==> config.mk <==
export PLATFORM = sky130hd
export DESIGN_NAME = acrf_formatter
export DESIGN_NICKNAME = d
export VERILOG_FILES = /design/src/verilog/acrf_pkg.sv /design/src/verilog/acrf_scale.sv /design/src/verilog/acrf_result_reg.sv /design/src/verilog/acrf_formatter.sv
export VERILOG_INCLUDE_DIRS = /design/src /design/src/verilog
export SDC_FILE = /design/constraint.sdc
export NUM_CORES = 2
export LEC_CHECK = 0
export BUFFER_PORTS_ARGS = -buffer_cell sky130_fd_sc_hd__buf_2
export CORE_ASPECT_RATIO = 1.2
export CORE_UTILIZATION = 30
export DETAILED_ROUTE_END_ITERATION = 8
export GPL_ROUTABILITY_DRIVEN = 0
export GPL_TIMING_DRIVEN = 0
export HOLD_SLACK_MARGIN = 0.12
export PLACE_DENSITY = 0.47
export SLEW_MARGIN = 20
export SYNTH_ARGS = -nofsm -noshare
export SYNTH_HDL_FRONTEND = slang
export SYNTH_SLANG_ARGS = --single-unit
==> constraint.sdc <==
create_clock -name clk -period 13.9 [get_ports clk]
set_input_delay 2.085 -clock clk [delete_from_list [all_inputs] [get_ports clk]]
set_output_delay 2.085 -clock clk [all_outputs]
set_load 0.01 [all_outputs]
==> src/verilog/acrf_defines.svh <==
`ifndef ACRF_DEFINES_SVH
`define ACRF_DEFINES_SVH

// ----------------------------------------------------------------------------
// Widths and channel count
// ----------------------------------------------------------------------------
`define ACRF_CHANNELS 2
`define ACRF_DIFF_W 24
`define ACRF_CM_W 8
`define ACRF_GAIN_W 16
`define ACRF_GAIN_FRAC 15
`define ACRF_WORD_W 32
`define ACRF_BITS_W 6
`define ACRF_COUNT_W 8

// ----------------------------------------------------------------------------
// Codes and reset values
// ----------------------------------------------------------------------------
`define ACRF_DIFF_MAX 24'h7fffff
`define ACRF_DIFF_MIN 24'h800000
`define ACRF_OFFSET_RESET 24'h000000
`define ACRF_GAIN_UNITY 16'h8000
`define ACRF_FMT_W 3
`define ACRF_FMT_DIFF24 3'h0
`define ACRF_FMT_DIFF16_CM 3'h1
`define ACRF_FMT_DIFF24_CM 3'h2
`define ACRF_BITS_24 6'h18
`define ACRF_BITS_32 6'h20

// ----------------------------------------------------------------------------
// Timing
// ----------------------------------------------------------------------------
`define ACRF_CLK_PERIOD_NS 100
`define ACRF_CONV_TIME_NS 500
`define ACRF_CONV_CYCLES ((`ACRF_CONV_TIME_NS + `ACRF_CLK_PERIOD_NS - 1) / `ACRF_CLK_PERIOD_NS)

`endif

==> src/verilog/acrf_pkg.sv <==
`include "acrf_defines.svh"

package acrf_pkg;

  // --------------------------------------------------------------------------
  // Types
  // --------------------------------------------------------------------------
  typedef enum logic [1:0] {
    ACRF_IDLE = 2'b01,
    ACRF_CONV = 2'b10
  } acrf_state_t;

  typedef struct packed {
    logic over_pos;
    logic over_neg;
    logic [`ACRF_DIFF_W-1:0] diff;
    logic [`ACRF_CM_W-1:0] cm;
  } acrf_raw_t;

  typedef struct packed {
    logic [`ACRF_WORD_W-1:0] data;
    logic [`ACRF_BITS_W-1:0] bits;
  } acrf_word_t;

  typedef struct packed {
    acrf_state_t phase;
    logic pin_prev;
    logic [`ACRF_COUNT_W-1:0] count;
    acrf_raw_t [`ACRF_CHANNELS-1:0] held;
  } acrf_ctl_t;

  typedef struct packed {
    logic valid;
    acrf_word_t [`ACRF_CHANNELS-1:0] word;
  } acrf_out_t;

endpackage : acrf_pkg

==> src/verilog/acrf_scale.sv <==
`include "acrf_defines.svh"

module acrf_scale #(
  parameter int DW = `ACRF_DIFF_W,
  parameter int GW = `ACRF_GAIN_W,
  parameter int FRAC = `ACRF_GAIN_FRAC
) (
  input wire logic signed [DW-1:0] raw_code,
  input wire logic over_pos,
  input wire logic over_neg,
  input wire logic signed [DW-1:0] offset,
  input wire logic [GW-1:0] gain,
  output logic signed [DW-1:0] scaled
);
  localparam int PW = DW + GW + 2;
  localparam logic signed [DW-1:0] MAX_D = {1'b0, {(DW-1){1'b1}}};
  localparam logic signed [DW-1:0] MIN_D = {1'b1, {(DW-1){1'b0}}};
  localparam logic signed [PW-1:0] MAX_W = {{(PW-DW+1){1'b0}}, {(DW-1){1'b1}}};
  localparam logic signed [PW-1:0] MIN_W = {{(PW-DW+1){1'b1}}, {(DW-1){1'b0}}};

  logic signed [DW-1:0] clamped;
  logic signed [DW:0] sum;
  logic signed [PW-1:0] prod;
  logic signed [PW-1:0] shifted;

  always_comb begin
    // Out-of-range inputs force full scale before any adjustment.
    if (over_pos) begin
      clamped = MAX_D;
    end else if (over_neg) begin
      clamped = MIN_D;
    end else begin
      clamped = raw_code;
    end
    sum = {clamped[DW-1], clamped} + {offset[DW-1], offset};
    prod = sum * $signed({1'b0, gain});
    shifted = prod >>> FRAC;
    if (shifted > MAX_W) begin
      scaled = MAX_D;
    end else if (shifted < MIN_W) begin
      scaled = MIN_D;
    end else begin
      scaled = shifted[DW-1:0];
    end
  end
endmodule // acrf_scale

==> src/verilog/acrf_result_reg.sv <==
`include "acrf_defines.svh"

module acrf_result_reg (
  input wire logic clk,
  input wire logic rst_n,
  input wire logic load,
  input wire acrf_pkg::acrf_word_t [`ACRF_CHANNELS-1:0] din,
  output acrf_pkg::acrf_word_t [`ACRF_CHANNELS-1:0] dout,
  output logic valid
);
  import acrf_pkg::*;

  acrf_out_t st;
  acrf_out_t next_st;

  // --------------------------------------------------------------------------
  // Output register: the word changes only on a load and holds otherwise; valid is high for the cycle after each load
  // --------------------------------------------------------------------------
  always_comb begin
    next_st = st;
    next_st.valid = load;
    if (load) begin
      next_st.word = din;
    end
  end

  always_ff @(posedge clk) begin
    if (!rst_n) begin
      st <= '0;
    end else begin
      st <= next_st;
    end
  end

  assign dout = st.word;
  assign valid = st.valid;
endmodule // acrf_result_reg

==> src/verilog/acrf_formatter.sv <==
`include "acrf_defines.svh"

// What this block does
// - A rising edge on the convert-start pin starts a conversion of held samples.
// - Busy rises on that edge, stays high during conversion, falls when done.
// - Each conversion gives a 24-bit difference code and an 8-bit common-mode code.
// - The result is optionally post-processed, then latched into the output register.
// - No pipeline latency: the result belongs to the conversion just finished.
// - The first conversion after power-down already yields a valid result.
// - Difference codes are twos complement; zero is all zeros, maximum 0x7FFFFF.
// - Inputs beyond limits clamp the raw code to full scale before adjustment.
// - After offset and gain the result saturates to 24 bits.
// - Formats 0x1 and 0x2 append the common-mode code after 16 or 24 bits.
// - Common-mode code steps by reference over 256, clamped to 0 and 255.
// - Offset and gain touch only the difference code, never the common-mode code.
// - A signed 24-bit per-channel offset, default zero, is added.
// - A per-channel unsigned 16-bit gain over 0x8000 multiplies; default unity.
// - The output format applies to both channels alike.
module acrf_formatter #(
  parameter int CONV_CYCLES = `ACRF_CONV_CYCLES
) (
  input wire logic clk,
  input wire logic rst_n,
  input wire logic convert_start_pin,
  input wire logic power_down,
  input wire acrf_pkg::acrf_raw_t [`ACRF_CHANNELS-1:0] held_sample,
  input wire logic [`ACRF_FMT_W-1:0] output_format_select,
  input wire logic [`ACRF_CHANNELS-1:0][`ACRF_DIFF_W-1:0] channel_offset,
  input wire logic [`ACRF_CHANNELS-1:0][`ACRF_GAIN_W-1:0] channel_gain_factor,
  output logic busy,
  output logic result_valid,
  output acrf_pkg::acrf_word_t [`ACRF_CHANNELS-1:0] result
);
  import acrf_pkg::*;

  localparam logic [`ACRF_COUNT_W-1:0] CONV_LAST = `ACRF_COUNT_W'(CONV_CYCLES - 1);

  acrf_ctl_t st;
  acrf_ctl_t next_st;
  logic start_edge;
  logic start_ok;
  logic done;
  logic [`ACRF_CHANNELS-1:0][`ACRF_DIFF_W-1:0] scaled;
  acrf_word_t [`ACRF_CHANNELS-1:0] fmt_word;

  // --------------------------------------------------------------------------
  // Conversion sequencing
  // --------------------------------------------------------------------------
  assign start_edge = convert_start_pin && !st.pin_prev;
  assign start_ok = start_edge && !power_down && (st.phase == ACRF_IDLE);
  assign done = (st.phase == ACRF_CONV) && (st.count == '0);

  always_comb begin
    next_st = st;
    next_st.pin_prev = convert_start_pin;
    unique case (st.phase)
      ACRF_IDLE: begin
        // The samples are captured on the very edge, so nothing older can leak out.
        if (start_ok) begin
          next_st.held = held_sample;
          next_st.count = CONV_LAST;
          next_st.phase = ACRF_CONV;
        end
      end
      ACRF_CONV: begin
        if (done) begin
          next_st.phase = ACRF_IDLE;
        end else begin
          next_st.count = st.count - `ACRF_COUNT_W'(1);
        end
      end
    endcase
  end

  always_ff @(posedge clk) begin
    if (!rst_n) begin
      st <= '{phase: ACRF_IDLE, pin_prev: 1'b0, count: '0, held: '0};
    end else begin
      st <= next_st;
    end
  end

  assign busy = (st.phase == ACRF_CONV);

  // --------------------------------------------------------------------------
  // Per-channel adjustment and formatting
  // --------------------------------------------------------------------------
  for (genvar ch = 0; ch < `ACRF_CHANNELS; ch++) begin : g_chan
    acrf_scale #(
      .DW(`ACRF_DIFF_W),
      .GW(`ACRF_GAIN_W),
      .FRAC(`ACRF_GAIN_FRAC)
    ) u_scale (
      .raw_code(st.held[ch].diff),
      .over_pos(st.held[ch].over_pos),
      .over_neg(st.held[ch].over_neg),
      .offset(channel_offset[ch]),
      .gain(channel_gain_factor[ch]),
      .scaled(scaled[ch])
    );

    // One format select serves every channel.
    always_comb begin
      unique case (output_format_select)
        `ACRF_FMT_DIFF16_CM: begin
          fmt_word[ch].data = {8'h00, scaled[ch][23:8], st.held[ch].cm};
          fmt_word[ch].bits = `ACRF_BITS_24;
        end
        `ACRF_FMT_DIFF24_CM: begin
          fmt_word[ch].data = {scaled[ch], st.held[ch].cm};
          fmt_word[ch].bits = `ACRF_BITS_32;
        end
        default: begin
          fmt_word[ch].data = {8'h00, scaled[ch]};
          fmt_word[ch].bits = `ACRF_BITS_24;
        end
      endcase
    end
  end

  acrf_result_reg u_result (
    .clk(clk),
    .rst_n(rst_n),
    .load(done),
    .din(fmt_word),
    .dout(result),
    .valid(result_valid)
  );

  logic [`ACRF_COUNT_W-1:0] busy_len;
  logic [`ACRF_WORD_W-1:0] exp_word;
  logic [`ACRF_DIFF_W-1:0] exp_cm_word;

  always_ff @(posedge clk) begin
    if (!rst_n) begin
      busy_len <= '0;
    end else if (busy) begin
      busy_len <= busy_len + `ACRF_COUNT_W'(1);
    end else begin
      busy_len <= '0;
    end
  end

  always_ff @(posedge clk) begin
    if (!rst_n) begin
      exp_word <= '0;
      exp_cm_word <= '0;
    end else if (done) begin
      exp_word <= fmt_word[0].data;
      exp_cm_word <= {16'h0000, st.held[0].cm};
    end
  end
endmodule // acrf_formatter

==> flow_summary.json <==
{
  "status": "finished with violations",
  "violations": "DRC",
  "die_x_microns": 329,
  "critical_path.slowest_cell": "nor3_1",
  "synth_compound_area_share_pct": 11.0,
  "ios": 233,
  "final-seq-area_sq_um": 2920,
  "cp.required_ps": 14260,
  "avgSynthCellArea_sq_um": 8.49,
  "track_usage_pct": 22.6,
  "cp.arrival_ps": 12930,
  "worstHoldStart": "u_result.dout[32]",
  "r2r_cells": 38,
  "period_share_pct": 90.4,
  "r2r-end": "u_result.dout[63]",
  "slowest_delay_ps": 690,
  "yosys.area_share.simple_pct": 17.2,
  "start_util_pct": 30.3,
  "grt_pass1_vias": 33100,
  "dieHeight_microns": 394,
  "netlist_area_sq_um": 38400,
  "ctsHoldBuffers": 0,
  "num_rows": 143,
  "crit_path_start_kind": "input port",
  "hp-class": "flip-flop to flip-flop",
  "fin_skew_ps": 21.0,
  "fin_crit_ps": 12570,
  "cp_max_fo": 10,
  "numCtsBuffers": 17,
  "setup_tns_ps": 0,
  "rsz0062_at_grt": "false",
  "drcViolationCount": 60,
  "post-dp-hpwl_mm": 123,
  "synthMuxAreaShare_pct": 0.747,
  "cts_resized": 0,
  "synth_top_cell_by_area": "fa_1",
  "layout.nets": 5944,
  "via_count": 31300,
  "tritoncts": "yes",
  "viasPerCell": 4.86,
  "firstDrtPassIters": 7,
  "postRouteAntennaNets": 0,
  "min_path_cells": 2,
  "worst-setup-path-type": "input port to flip-flop",
  "synth_warnings": 0,
  "core_area_sq_um": 127000,
  "ys.flop_type": "dfxtp_1",
  "worstReg2RegStart": "st[67]",
  "synthCells": 4522,
  "worst_pin_slew_ps": 1100,
  "cts.sinks": 146,
  "overflow": 0,
  "max_freq_ghz": 0.0796,
  "antenna_found_initial": 10,
  "synth_xor_area_share_pct": 2.46,
  "ys_seq_area_share_pct": 7.62,
  "drive_above_1_share_pct": 6.69,
  "synth_edf_count": 0,
  "r2r_slack_ps": 1940,
  "final_hold_viol_count": 0,
  "routed_wl_mm": 144,
  "drtIter0Drc": 1756,
  "fillers": 13600,
  "clk_path_buf_depth": 2,
  "hold_end": "u_result.dout[32]",
  "final_cell_mix": "inv_1, fa_1, nand2_1",
  "setup_viol": 0,
  "cp-end-kind": "flip-flop",
  "layout_commonest_cell": "inv_1",
  "clk_pin_slew_ps": 70,
  "drv_cap": 0,
  "netlist.area_leader.share_pct": 40.7,
  "path_common_cell": "fa_1",
  "cts_root_buffer": "clkbuf_16",
  "die_area_sq_um": 129000,
  "clk_latency_ps": 510,
  "grt_first_pass_wirelength_mm": 213,
  "relSlewSlack_pct": 26.1,
  "synthAdderAreaFrac_pct": 48.9,
  "area_growth_pct": 9.81,
  "ys_ff_latch": 146,
  "h-tree-depth": 4,
  "port_buffers": 209,
  "multiInputGateArea_sq_um": 30900,
  "netlist_top_cells_area": "fa_1, inv_1, ha_1, dfxtp_1, nand2_1",
  "wl_per_cell_microns": 22.3,
  "grt_max_degree": 17,
  "async_reset_ff_share_pct": 0,
  "synth_top_family_by_area": "adder cells",
  "synth_cell_types": 90,
  "cts_setup_buffers": 0,
  "drv_slew": 0
}
[state kept, by name, indices dropped and copies added (netlist names)]
| signal | count |
|---|---|
| u_result.dout | 66 |
| u_result.valid | 1 |
| st | 79 |
[area by class of cell]
class,instances,area share (%)
diodes,7,0.0416
plain buffers,243,2.39
clock buffers,19,1.03
clock inverters,13,0.303
inverters,967,8.61
multi-input cells,3171,73.2
flip-flops and latches,146,6.94
well taps,1667,4.95
repair buffers,210,2.50
[critical path, delay by kind of cell]
family          cells  cell delay [ps]
simple gates        3             1050
buf+inv             7             1420
fa+ha+maj           9             3970
compound gates     17             4380
[per-stage QoR]
stage	std cells	instance area (sq um)	hold WS [ps]	setup slack [ps]	utilization [%]
after floorplan	4527	38400	439	2990	-
after global placement	6403	41500	435	833	32.8
after detailed placement	6404	41600	437	795	32.8
after CTS	6436	42100	453	1330	33.2
after global routing	6437	42100	470	746	33.3
final	6443	42100	451	1330	33.3
[layer usage]
| metal | part of all wire (%) | vias up | track usage (%) | routed length [microns] |
|---|---|---|---|---|
| li1 | - | 14300 | - | - |
| met1 | 40 | 16000 | 26.8 | 57100 |
| met2 | 51 | 816 | 41.1 | 74100 |
| met3 | 4.6 | 183 | 2.57 | 6680 |
| met4 | 4.2 | 4 | 9.02 | 6070 |
| met5 | 0.019 | - | 0 | 27 |
[cells in the mapped netlist, types with 11 or more instances]
cell type / instances
inv_1: 967
a31oi_1: 21
a211oi_1: 15
nor2b_1: 37
nand3_1: 81
o21ai_0: 97
buf_4: 13
clkbuf_1: 205
o211ai_1: 32
nor3_1: 36
fa_1: 780
o2111ai_1: 12
nand2b_1: 29
xnor2_1: 71
nor2_1: 75
and2_1: 303
ha_1: 253
nand4_1: 11
and3_1: 42
xor2_1: 32
mux2_2: 11
a21o_1: 77
dfxtp_1: 146
or3_1: 15
mux2i_1: 14
o21a_1: 22
o21bai_1: 16
buf_1: 12
nand2_1: 725
a21boi_0: 75
a21oi_1: 136
[cells by family after synthesis]
family | count (synthesis)
AO/OA/AOI/OAI | 612
XOR/XNOR | 105
adder cells (fa/ha/maj) | 1033
buffers and inverters | 1210
flip-flops | 146
multiplexers | 26
other | 1
AND/OR/NAND/NOR | 1389
[worst max-delay path by stage]
| stage | start | end | slack (ps) | cells after the start |
|---|---|---|---|---|
| after detailed placement | channel_offset[0] | u_result.dout[8] | 790 | 36 |
| after floorplan | channel_offset[0] | u_result.dout[14] | 2990 | 36 |
| after global routing | channel_offset[0] | u_result.dout[8] | 750 | 36 |
| final | channel_offset[0] | u_result.dout[12] | 1330 | 36 |
| after global placement | channel_offset[24] | u_result.dout[63] | 830 | 36 |
| after CTS | channel_offset[0] | u_result.dout[12] | 1330 | 36 |
Power is left out: the tool's default activity adds up to more than one toggle a clock period on the data nets, which glitch-free logic cannot reach.
